<file path="src/include/ctc_pkg.sv">
// What this block does
// - Three functions: maintenance, output test, functional test; tests need maintenance.
// - Maintenance setting off disables maintenance and all test controls, except while an assigned logic input is high.
// - Maintenance on with live outputs lets contacts energize normally.
// - Blocked-output maintenance ignores every output function; no contact closes.
// - With outputs blocked, LEDs including trip LED still follow protection.
// - Supervisory reporting continues and carries a maintenance-active indication.
// - Front-panel activation starts a 10 minute timer, then setting returns off.
// - Activation sources: logic input level, control command, front-panel setting.
// - Maintenance ends on input low, source withdrawn, or power loss.
// - Logic input held high keeps maintenance active without time limit.
// - Maintenance-active state is routable to any programmable LED.
// - Output test pattern has one bit per contact selecting closure.
// - Apply test closes selected contacts for contact test time, default 1.00s.
// - Functional test triggers one element; disabled element means no action.
// - End option 0 stops on trip command; option 1 holds for pulse time.
// - Functional test pulse length configurable, default 01.00s.
// - Tested stage sees test current twice its setting in all phases.
// - Untested stages keep evaluating field currents and remain able to trip.
// - Functional test of thermal replica resets thermal state to 0%.
// - Fault records hold measured field currents, never simulated test current.
package ctc_pkg;

  // ---------------------------------------------------------------------------
  // Timing
  // ---------------------------------------------------------------------------
  localparam int unsigned CLK_HZ = 20_000_000;
  localparam int unsigned TICK_MS_CYCLES = CLK_HZ / 1000;
  localparam int unsigned PANEL_TIMEOUT_MIN = 10;
  localparam int unsigned PANEL_TIMEOUT_MS = PANEL_TIMEOUT_MIN * 60 * 1000;
  localparam int unsigned CONTACT_TEST_MS_RESET = 1000;
  localparam int unsigned FUNC_TEST_MS_RESET = 1000;
  localparam int unsigned TIME_MS_W = 20;

  // ---------------------------------------------------------------------------
  // Encodings
  // ---------------------------------------------------------------------------
  localparam logic [1:0] MAINT_SET_OFF = 2'h0;
  localparam logic [1:0] MAINT_SET_LIVE = 2'h1;
  localparam logic [1:0] MAINT_SET_BLOCKED = 2'h2;
  localparam logic FUNC_END_TRIP = 1'h0;
  localparam logic FUNC_END_TIME = 1'h1;
  localparam logic [1:0] PROTO_MODBUS = 2'h0;
  localparam logic [1:0] PROTO_IEC103 = 2'h1;

  typedef enum logic [1:0] {
    CTC_MAINT_OFF,
    CTC_MAINT_LIVE,
    CTC_MAINT_BLOCKED
  } ctc_maint_t;

  typedef enum logic [1:0] {
    CTC_FT_IDLE,
    CTC_FT_RUN,
    CTC_FT_FINISH
  } ctc_ft_state_t;

endpackage

</file>
<file path="src/include/ctc_timer_if.sv">
`timescale 1ns/1ps
`default_nettype none
// Start/stop handshake between the controller and its millisecond timer.
interface ctc_timer_if #(parameter int W = 20);
  logic start;
  logic stop;
  logic [W-1:0] limit_ms;
  logic running;
  logic done;
  modport ctl (output start, output stop, output limit_ms, input running, input done);
  modport tmr (input start, input stop, input limit_ms, output running, output done);
endinterface
`default_nettype wire

</file>
<file path="src/hw/ctc_ms_timer.sv">
`timescale 1ns/1ps
`default_nettype none
module ctc_ms_timer #(
  parameter int W = 20
) (
  input wire logic sys_clk,
  input wire logic reset,
  input wire logic tick_ms,
  ctc_timer_if.tmr t
);
  logic [W-1:0] count_reg;
  logic [W-1:0] count_next;
  logic run_reg;
  logic run_next;
  logic done_reg;
  logic done_next;

  always_comb
  begin
    count_next = count_reg;
    run_next = run_reg;
    done_next = 1'b0;
    if (t.stop)
    begin
      run_next = 1'b0;
    end
    else if (t.start)
    begin
      run_next = 1'b1;
      count_next = '0;
    end
    else if (run_reg && tick_ms)
    begin
      if (count_reg + W'(1) >= t.limit_ms)
      begin
        run_next = 1'b0;
        done_next = 1'b1;
      end
      count_next = count_reg + W'(1);
    end
  end

  always_ff @(posedge sys_clk)
  begin
    if (reset)
    begin
      count_reg <= '0;
      run_reg <= 1'b0;
      done_reg <= 1'b0;
    end
    else
    begin
      count_reg <= count_next;
      run_reg <= run_next;
      done_reg <= done_next;
    end
  end

  assign t.running = run_reg;
  assign t.done = done_reg;
endmodule // ctc_ms_timer
`default_nettype wire

</file>
<file path="src/hw/ctc_commissioning.sv">
`timescale 1ns/1ps
`default_nettype none
module ctc_commissioning #(
  parameter int NUM_CONTACTS = 7,
  parameter int NUM_ELEMENTS = 16,
  parameter int CUR_W = 16,
  parameter int THERM_W = 16,
  parameter int unsigned TICK_CYCLES = ctc_pkg::TICK_MS_CYCLES,
  parameter int unsigned PANEL_TIMEOUT_MS = ctc_pkg::PANEL_TIMEOUT_MS
) (
  input wire logic sys_clk,
  input wire logic reset,
  // Maintenance sources.
  input wire logic maint_input_pin,
  input wire logic maint_input_assigned,
  input wire logic [1:0] panel_setting,
  input wire logic panel_setting_write,
  input wire logic [1:0] rear_command,
  input wire logic rear_command_write,
  input wire logic [1:0] rear_protocol,
  output logic [1:0] panel_setting_now,
  output logic maint_active,
  output logic maintenance_outputs_blocked,
  output logic test_controls_visible,
  // Protection interface.
  input wire logic [NUM_CONTACTS-1:0] prot_contact_req,
  input wire logic [NUM_ELEMENTS-1:0] elem_enabled,
  input wire logic [NUM_ELEMENTS-1:0] elem_trip_cmd,
  input wire logic [CUR_W-1:0] elem_setting,
  input wire logic [CUR_W-1:0] field_current,
  input wire logic [NUM_ELEMENTS-1:0] elem_thermal,
  output logic [NUM_CONTACTS-1:0] contact_out,
  input wire logic [NUM_CONTACTS-1:0] prot_led_req,
  input wire logic trip_led_req,
  input wire logic [NUM_CONTACTS-1:0] led_maint_route,
  output logic [NUM_CONTACTS-1:0] led_out,
  output logic trip_led_out,
  output logic scada_maint_flag,
  // Output contact test.
  input wire logic [NUM_CONTACTS-1:0] test_pattern,
  input wire logic [ctc_pkg::TIME_MS_W-1:0] contact_test_ms,
  input wire logic output_test_apply,
  output logic output_test_busy,
  // Functional test.
  input wire logic [$clog2(NUM_ELEMENTS)-1:0] func_element,
  input wire logic func_end_option,
  input wire logic [ctc_pkg::TIME_MS_W-1:0] func_test_ms,
  input wire logic func_test_operate,
  output logic [NUM_ELEMENTS-1:0] elem_test_force,
  output logic [CUR_W-1:0] test_current,
  output logic [CUR_W-1:0] record_current,
  output logic thermal_reset,
  output logic func_test_busy
);

  // ---------------------------------------------------------------------------
  // Millisecond tick divider
  // ---------------------------------------------------------------------------
  logic [$clog2(TICK_CYCLES)-1:0] div_reg;
  logic [$clog2(TICK_CYCLES)-1:0] div_next;
  logic tick_ms;

  always_comb
  begin
    tick_ms = (div_reg == $bits(div_reg)'(TICK_CYCLES - 1));
    div_next = tick_ms ? '0 : div_reg + $bits(div_reg)'(1);
  end

  always_ff @(posedge sys_clk)
  begin
    if (reset)
      div_reg <= '0;
    else
      div_reg <= div_next;
  end

  // ---------------------------------------------------------------------------
  // Input synchroniser for the maintenance logic input
  // ---------------------------------------------------------------------------
  logic pin_meta_reg;
  logic pin_sync_reg;

  always_ff @(posedge sys_clk)
  begin
    if (reset)
    begin
      pin_meta_reg <= 1'b0;
      pin_sync_reg <= 1'b0;
    end
    else
    begin
      pin_meta_reg <= maint_input_pin;
      pin_sync_reg <= pin_meta_reg;
    end
  end

  // ---------------------------------------------------------------------------
  // Maintenance mode selection
  // ---------------------------------------------------------------------------
  // The panel timeout counts in milliseconds so the counter stays small.
  logic [$clog2(PANEL_TIMEOUT_MS+1)-1:0] panel_ms_reg;
  logic [$clog2(PANEL_TIMEOUT_MS+1)-1:0] panel_ms_next;
  logic [1:0] panel_reg;
  logic [1:0] panel_next;
  logic [1:0] rear_reg;
  logic [1:0] rear_next;
  logic [1:0] mode_sel;
  logic input_on;

  always_comb
  begin
    panel_next = panel_reg;
    panel_ms_next = panel_ms_reg;
    rear_next = rear_reg;
    if (panel_setting_write)
    begin
      panel_next = panel_setting;
      panel_ms_next = '0;
    end
    else if (panel_reg != ctc_pkg::MAINT_SET_OFF && tick_ms)
    begin
      if (panel_ms_reg == $bits(panel_ms_reg)'(PANEL_TIMEOUT_MS - 1))
        panel_next = ctc_pkg::MAINT_SET_OFF;
      else
        panel_ms_next = panel_ms_reg + $bits(panel_ms_reg)'(1);
    end
    // Rear command only exists on the Modbus protocol.
    if (rear_command_write && rear_protocol == ctc_pkg::PROTO_MODBUS)
      rear_next = rear_command;
    if (rear_protocol != ctc_pkg::PROTO_MODBUS)
      rear_next = ctc_pkg::MAINT_SET_OFF;
  end

  always_ff @(posedge sys_clk)
  begin
    if (reset)
    begin
      panel_reg <= ctc_pkg::MAINT_SET_OFF;
      panel_ms_reg <= '0;
      rear_reg <= ctc_pkg::MAINT_SET_OFF;
    end
    else
    begin
      panel_reg <= panel_next;
      panel_ms_reg <= panel_ms_next;
      rear_reg <= rear_next;
    end
  end

  // An assigned input high forces live maintenance with no time limit; a panel
  // or rear request for blocked outputs still wins the blocking choice.
  ctc_pkg::ctc_maint_t maint_state;

  always_comb
  begin
    input_on = maint_input_assigned && pin_sync_reg;
    mode_sel = panel_reg | rear_reg;
    if (mode_sel[1])
      maint_state = ctc_pkg::CTC_MAINT_BLOCKED;
    else if (mode_sel[0] || input_on)
      maint_state = ctc_pkg::CTC_MAINT_LIVE;
    else
      maint_state = ctc_pkg::CTC_MAINT_OFF;
  end

  assign panel_setting_now = panel_reg;
  assign maint_active = (maint_state != ctc_pkg::CTC_MAINT_OFF);
  assign maintenance_outputs_blocked = (maint_state == ctc_pkg::CTC_MAINT_BLOCKED);
  assign test_controls_visible = maint_active;
  assign scada_maint_flag = maint_active;

  // ---------------------------------------------------------------------------
  // Timers
  // ---------------------------------------------------------------------------
  ctc_timer_if #(.W(ctc_pkg::TIME_MS_W)) ot_if ();
  ctc_timer_if #(.W(ctc_pkg::TIME_MS_W)) ft_if ();

  ctc_ms_timer #(.W(ctc_pkg::TIME_MS_W)) u_out_timer (
    .sys_clk(sys_clk),
    .reset(reset),
    .tick_ms(tick_ms),
    .t(ot_if.tmr)
  );

  ctc_ms_timer #(.W(ctc_pkg::TIME_MS_W)) u_func_timer (
    .sys_clk(sys_clk),
    .reset(reset),
    .tick_ms(tick_ms),
    .t(ft_if.tmr)
  );

  // ---------------------------------------------------------------------------
  // Output contact test
  // ---------------------------------------------------------------------------
  logic [NUM_CONTACTS-1:0] ot_pattern_reg;
  logic [NUM_CONTACTS-1:0] ot_pattern_next;
  logic ot_accept;

  always_comb
  begin
    ot_accept = output_test_apply && maint_active && !ot_if.running;
    ot_pattern_next = ot_pattern_reg;
    if (ot_accept)
      ot_pattern_next = test_pattern;
    else if (ot_if.done || !maint_active)
      ot_pattern_next = '0;
  end

  always_ff @(posedge sys_clk)
  begin
    if (reset)
      ot_pattern_reg <= '0;
    else
      ot_pattern_reg <= ot_pattern_next;
  end

  assign ot_if.start = ot_accept;
  assign ot_if.stop = !maint_active;
  assign ot_if.limit_ms = contact_test_ms;
  assign output_test_busy = ot_if.running;

  // ---------------------------------------------------------------------------
  // Functional test
  // ---------------------------------------------------------------------------
  ctc_pkg::ctc_ft_state_t ft_state_reg;
  ctc_pkg::ctc_ft_state_t ft_state_next;
  logic [$clog2(NUM_ELEMENTS)-1:0] ft_elem_reg;
  logic [$clog2(NUM_ELEMENTS)-1:0] ft_elem_next;
  logic ft_end_reg;
  logic ft_end_next;
  logic ft_start;
  logic ft_stop;

  always_comb
  begin
    ft_state_next = ft_state_reg;
    ft_elem_next = ft_elem_reg;
    ft_end_next = ft_end_reg;
    ft_start = 1'b0;
    ft_stop = 1'b0;
    unique case (ft_state_reg)
      ctc_pkg::CTC_FT_IDLE:
      begin
        // A disabled element is a silent no-op.
        if (func_test_operate && maint_active && elem_enabled[func_element])
        begin
          ft_elem_next = func_element;
          ft_end_next = func_end_option;
          ft_start = 1'b1;
          ft_state_next = ctc_pkg::CTC_FT_RUN;
        end
      end
      ctc_pkg::CTC_FT_RUN:
      begin
        if (!maint_active)
        begin
          ft_stop = 1'b1;
          ft_state_next = ctc_pkg::CTC_FT_FINISH;
        end
        else if (ft_end_reg == ctc_pkg::FUNC_END_TRIP && elem_trip_cmd[ft_elem_reg])
        begin
          ft_stop = 1'b1;
          ft_state_next = ctc_pkg::CTC_FT_FINISH;
        end
        else if (ft_if.done)
          ft_state_next = ctc_pkg::CTC_FT_FINISH;
      end
      ctc_pkg::CTC_FT_FINISH:
        ft_state_next = ctc_pkg::CTC_FT_IDLE;
      default:
        ft_state_next = ctc_pkg::CTC_FT_IDLE;
    endcase
  end

  always_ff @(posedge sys_clk)
  begin
    if (reset)
    begin
      ft_state_reg <= ctc_pkg::CTC_FT_IDLE;
      ft_elem_reg <= '0;
      ft_end_reg <= ctc_pkg::FUNC_END_TRIP;
    end
    else
    begin
      ft_state_reg <= ft_state_next;
      ft_elem_reg <= ft_elem_next;
      ft_end_reg <= ft_end_next;
    end
  end

  // In trip-end mode the pulse time still bounds the test so it cannot hang.
  assign ft_if.start = ft_start;
  assign ft_if.stop = ft_stop;
  assign ft_if.limit_ms = func_test_ms;
  assign func_test_busy = (ft_state_reg == ctc_pkg::CTC_FT_RUN);

  // ---------------------------------------------------------------------------
  // Test stimulus, records and thermal reset
  // ---------------------------------------------------------------------------
  logic [NUM_ELEMENTS-1:0] force_reg;
  logic [NUM_ELEMENTS-1:0] force_next;
  logic [CUR_W-1:0] test_cur_reg;
  logic [CUR_W-1:0] test_cur_next;
  logic [CUR_W-1:0] rec_cur_reg;
  logic therm_reg;
  logic therm_next;

  always_comb
  begin
    force_next = '0;
    if (ft_state_next == ctc_pkg::CTC_FT_RUN)
      force_next[ft_elem_next] = 1'b1;
    test_cur_next = (ft_state_next == ctc_pkg::CTC_FT_RUN) ?
      {elem_setting[CUR_W-2:0], 1'b0} : '0;
    therm_next = (ft_state_reg == ctc_pkg::CTC_FT_FINISH) && elem_thermal[ft_elem_reg];
  end

  always_ff @(posedge sys_clk)
  begin
    if (reset)
    begin
      force_reg <= '0;
      test_cur_reg <= '0;
      rec_cur_reg <= '0;
      therm_reg <= 1'b0;
    end
    else
    begin
      force_reg <= force_next;
      test_cur_reg <= test_cur_next;
      rec_cur_reg <= field_current;
      therm_reg <= therm_next;
    end
  end

  assign elem_test_force = force_reg;
  assign test_current = test_cur_reg;
  assign record_current = rec_cur_reg;
  assign thermal_reset = therm_reg;

  // ---------------------------------------------------------------------------
  // Contact and LED outputs
  // ---------------------------------------------------------------------------
  logic [NUM_CONTACTS-1:0] contact_reg;
  logic [NUM_CONTACTS-1:0] contact_next;
  logic [NUM_CONTACTS-1:0] led_reg;
  logic [NUM_CONTACTS-1:0] led_next;
  logic trip_led_reg;

  always_comb
  begin
    if (maintenance_outputs_blocked)
      contact_next = '0;
    else
      contact_next = prot_contact_req | ot_pattern_reg;
    led_next = prot_led_req | (led_maint_route & {NUM_CONTACTS{maint_active}});
  end

  always_ff @(posedge sys_clk)
  begin
    if (reset)
    begin
      contact_reg <= '0;
      led_reg <= '0;
      trip_led_reg <= 1'b0;
    end
    else
    begin
      contact_reg <= contact_next;
      led_reg <= led_next;
      trip_led_reg <= trip_led_req;
    end
  end

  assign contact_out = contact_reg;
  assign led_out = led_reg;
  assign trip_led_out = trip_led_reg;

endmodule // ctc_commissioning
`default_nettype wire

</file>
<file path="config.mk">
export PLATFORM = sky130hd
export DESIGN_NAME = ctc_commissioning
export DESIGN_NICKNAME = d
export VERILOG_FILES = /design/src/include/ctc_pkg.sv /design/src/include/ctc_timer_if.sv /design/src/hw/ctc_ms_timer.sv /design/src/hw/ctc_commissioning.sv
export SDC_FILE = /design/constraint.sdc
export NUM_CORES = 1
export LEC_CHECK = 0
export BUFFER_PORTS_ARGS = -buffer_cell sky130_fd_sc_hd__buf_2
export CAP_MARGIN = 20
export CORE_AREA = 2 2 108 162
export DETAILED_ROUTE_END_ITERATION = 6
export DIE_AREA = 0 0 110 164
export PLACE_DENSITY = 0.77
export SYNTH_ARGS = -nofsm -noshare
export SYNTH_HDL_FRONTEND = slang
export SYNTH_SLANG_ARGS = --single-unit
</file>
<file path="constraint.sdc">
create_clock -name sys_clk -period 4.07 [get_ports sys_clk]
set_clock_uncertainty 0.05 [all_clocks]
set_input_delay 0.6105 -clock sys_clk [delete_from_list [all_inputs] [get_ports sys_clk]]
set_output_delay 0.6105 -clock sys_clk [all_outputs]
set_load 0.03 [all_outputs]
</file>
Word-level counts from Yosys, hierarchy flattened. Cells that the tools add are included.

Logic and storage cells: 134. Output and inout port bits: 72. Bits of input ports: 168. Register bits after elaboration: 163.

Mux-type cells: 39. Reductions and logical operators: 44. Bitwise gates (word level): 11. Order comparisons: 6. Equal/unequal tests: 6. Add/subtract/negate cells: 4.

Operators by type and width (count): 20-bit 2-to-1 mux (4); 20-bit by 1-bit adder with 20-bit output, second input constant (3); 20-bit greater-or-equal comparator (2); 20-bit equality test, second input constant (1); 2-bit nonzero test (10); 1-bit 2-to-1 mux (18); 2-bit 2-to-1 mux (8); 15-bit by 1-bit adder with 15-bit output, second input constant (1); 15-bit equality test, second input constant (1); 4-bit by 5-bit less-than comparator with 1-bit output, second input constant (3); 7-bit 2-to-1 mux (2); 7-bit bitwise OR (2); 2-bit AND reduction (7); 2-bit OR reduction (7); 1-bit binary-select mux with 4-bit select (3); 1-bit logical AND (12); 4-bit 2-to-1 mux (2); 4-bit OR reduction (2); 7-bit AND (1); 1-bit NOT (7); 1-bit demux with 4-bit select (1); 2-bit by 1-bit equality test with 1-bit output, second input constant (2); 2-bit equality test, second input constant (2); 4-bit by 1-bit greater-or-equal comparator with 1-bit output, second input constant (1); other kinds (5) (8).

Logic depth before layout (Yosys ltp).
Depth after elaboration: 13. Depth in mapped cells: 15.

Hierarchy. A second synthesis with hierarchy kept.

Cell total of the unflattened synthesis: 984. Area, all modules: 8494.4 um^2.

Modules (own cells, without submodules): ctc_commissioning (cells an instance 552, instances 1, sequential area each 2362.3 um^2, area an instance 5001.0 um^2); ctc_ms_timer (cells an instance 216, instances 2, sequential area each 440.4 um^2, area an instance 1746.7 um^2).

Worst setup path before layout. No wires, ideal clock.

Path type: register -> register. From: register u_func_timer.count_reg[0]. To: register u_func_timer.run_reg, in the netlist u_func_timer.t.running. Data required time: 3.934 ns. Period minus slack after synthesis: 3.144 ns. Stages on the path, launching flop included: 15. Setup slack: 0.926 ns. Data arrival time: 3.009 ns. Cells stage by stage: dfxtp_1 -> ha_1 -> and3_1 -> clkbuf_1 -> and4_1 -> nand3_1 -> nor4_1 -> xnor2_1 -> inv_1 -> ha_1 -> a2111oi_0 -> a21oi_1 -> a211oi_1 -> o21ai_0 -> a211oi_1.

Word-level cells in the longest chain between the ends: 4.

Ends and longest elaborated chain: start, declared (line ctc_ms_timer.sv:11) `logic [W-1:0] count_reg;`; start signal, assigned (line ctc_ms_timer.sv:53) `count_reg <= count_next;`; 20-bit by 1-bit adder with 20-bit output (line ctc_ms_timer.sv:34) `if (count_reg + W'(1) >= t.limit_ms)`; 20-bit greater-or-equal comparator (line ctc_ms_timer.sv:34); 2-bit nonzero test (no source line); 2-bit AND reduction (no source line); end signal, assigned (line ctc_ms_timer.sv:54) `run_reg <= run_next;`; end, declared (line ctc_ms_timer.sv:13) `logic run_reg;`.

Every way passes these cells. A chain may end at the register's enable or synchronous reset.

Worst setup path in the final report. Ends and elaborated chain as after synthesis.

==> impl_metrics.json <==
{
  "dp_slack_ps": 507,
  "combPwrFrac": 0.107,
  "rsz0062_at_grt": "false",
  "num_vias": 7508,
  "pin_count": 240,
  "cap_violations": 0,
  "seq_power_share": 0.446,
  "yosysUniqueCellTypes": 62,
  "fin_nets": 1371,
  "grt_pass1_vias": 7260,
  "syn_inst": 936,
  "period_share": 0.880,
  "grt_first_pass_wirelength_um": 32900,
  "root_buffer": "clkbuf_16",
  "area_growth_pct": 24.0,
  "fin_cells": 1385,
  "min_period_ps": 3580,
  "cts_tree": "built",
  "p_leak_nw": 4.51,
  "synthArstFlopShare": 0,
  "dieHeight_um": 164,
  "max_freq_mhz": 279,
  "utilization": 0.610,
  "clockPowerShare": 0.447,
  "place_congestion": 0.869,
  "p_per_area_nw_per_um2": 363,
  "grt_usage": 0.231,
  "ys_seq_area_frac": 0.397,
  "synth_nets": 1148,
  "drc": 0,
  "worst_slew_pin_slew_ps": 971,
  "drive_gt1_frac": 0.256,
  "syn_avg_cell_area_sq_um": 8.73,
  "power_report.internal_total_w": 0.00277,
  "grt_antenna_before_repair": 3,
  "row_count": 58,
  "grt_start_max_net_pins": 50,
  "wl_per_cell_um": 15.0,
  "synthTopCellsByCount": "162 x dfxtp_1, 83 x nor2_1, 67 x a21oi_1",
  "status": "finished clean",
  "startpoint_type": "flop",
  "yosysMostFrequentCell": "dfxtp_1",
  "critPathCaptureType": "flop",
  "critPathRequiredTime_ps": 4370,
  "ant_nets": 0,
  "swShare": 0.248,
  "netlist.area_leader.share": 0.397,
  "core-area_sq_um": 16600,
  "gr-total-overflow": 0,
  "setup_slack_ps": 487,
  "postCtsSetupBuffers": 0,
  "synth_ff_type": "dfxtp_1",
  "clkSinkCount": 162,
  "slew_headroom": 0.352,
  "wirelength_um": 20800,
  "crit_path_max_fanout": 7,
  "numPortBuffers": 237,
  "die_w_um": 110,
  "path_clk_slew_ps": 60,
  "first_iter_violations": 316,
  "firstDrtPassIters": 5,
  "critPathMaxStageDelay_ps": 400,
  "syn-cell-area_sq_um": 8170,
  "htreeDepth": 4,
  "synth_edf_count": 0,
  "slew_violations": 0,
  "initial_core_util": 0.492,
  "peakVddDrop_v": 0.000350,
  "total_power_w": 0.00368,
  "yosys_warnings": 0,
  "via_per_inst": 5.42,
  "hold_viol": 0,
  "dp_cells": 1350,
  "clk_latency_ps": 430,
  "critical_path_class": "reg -> reg",
  "finalSetupViolCount": 0,
  "cts_buffers": 17,
  "ys_seq_elements": 162,
  "hold_class": "in -> reg",
  "hold_buffers": 0,
  "crit_arrival_ps": 3880,
  "die-area_sq_um": 18000,
  "cp_slowest_cell": "dfxtp_1",
  "dpl.hpwl_um": 15800,
  "cp_cell_sequence": "ha_1 > and3_1 > and4_1 > nand3_1 > nor4_1 > xnor2_1 > inv_1 > ha_1 > a2111oi_0 > a21oi_1 > a211oi_1 > o21ai_0 > a211oi_1",
  "cts_max_path_buffers": 2,
  "switching_power_w": 0.000912,
  "synth_largest_area_cell": "dfxtp_1",
  "synth_area_leaders": "dfxtp_1 40%, ha_1 6.7%, a21oi_1 4.1%, nor2_1 3.8%, xnor2_1 3.6%",
  "setup_tns_ps": 0,
  "postCtsResizedCells": 0
}
## power groups by stage
stage               logic, W  clock network (W)  registers, W
global placement    0.000389                  0       0.00167
detailed placement  0.000395                  0       0.00167
finish              0.000395            0.00164       0.00164
global route        0.000432            0.00174       0.00164
CTS                 0.000396            0.00168       0.00164
floorplan           0.000186                  0       0.00172
## per-stage QoR
stage                     area, sq um  hold slack (ps)
after CTS                       10100              289
after global placement           9520              372
after floorplan                  8170              364
after global routing            10100              306
final                           10100              305
after detailed placement         9520              394
## worst paths after layout
kind | startpoint | to | slack, ps | cells past startpoint
worst max-delay path | u_func_timer.count_reg[0] | u_func_timer.t.running | 490 | 13
worst max register to register | u_func_timer.count_reg[0] | u_func_timer.t.running | 490 | 13
worst min register to register | pin_meta_reg | pin_sync_reg | 400 | 1
worst min-delay path | rear_protocol[1] | rear_reg[0] | 310 | 2
## layout by cell type, fill, tap and decap left out, types with 8 or more instances in the layout
master     netlist  layout
and4_1           9       9
and2_1          20      20
o32ai_1         17      17
o21a_1          12      12
buf_4            3      16
buf_2            8     237
a21o_1           8       8
nand4_1         25      25
xor2_1          29      29
nand3_1         39      39
xnor2_1         34      34
or3_1           14      14
nor2b_1         27      27
o21ai_0         13      13
clkbuf_16        0      17
mux2i_1         13      13
nor3_1          26      26
dfxtp_1        162     162
nand2b_1         8       8
a22oi_1          9       9
nor4_1           9       9
inv_1           63      63
and3_1          15      15
a211oi_1        16      16
nand2_1         54      54
nor2_1          83      83
a21oi_1         67      67
ha_1            44      44
## cell families (layout without fill, tap and decap cells)
family	after synthesis	in the layout	synth area share
buf+inv	113	349	0.0563
fa+ha+maj	44	44	0.0674
compound gates	177	177	0.144
other cells	1	4	0.000459
simple gates	353	353	0.228
xor+xnor	63	63	0.0675
mux	23	23	0.0393
flops	162	162	0.397
## critical path: cells and delay by family, from the launching register on
family	cells	cell delay [ps]
adder cells (fa/ha/maj)	2	440
AO/OA/AOI/OAI	5	1240
XOR/XNOR	1	180
flip-flops	1	400
buffers and inverters	1	60
AND/OR/NAND/NOR	4	1120
## final cells by class
| type | count | area (sq um) |
|---|---|---|
| Antenna cell | 3 | 7.51 |
| Clock buffer | 21 | 450 |
| Clock inverter | 11 | 155 |
| Fill cell | 1465 | 6480 |
| Inverter | 64 | 240 |
| Multi-Input combinational cell | 661 | 4470 |
| Sequential cell | 162 | 3240 |
| Tap cell | 210 | 263 |
| Timing Repair Buffer | 253 | 1310 |
## routing by layer
metal  vias to the layer above  part of all wire  GRT usage  wire, um
li1                       3759                 -          -         -
met1                      3435              0.40      0.254      8250
met2                       272              0.51      0.412     10600
met3                        42             0.065     0.0556      1350
met4                         0             0.027      0.100       551
met5                         -                 0          0         0
Note: power is estimated with default switching activity, not from simulation.
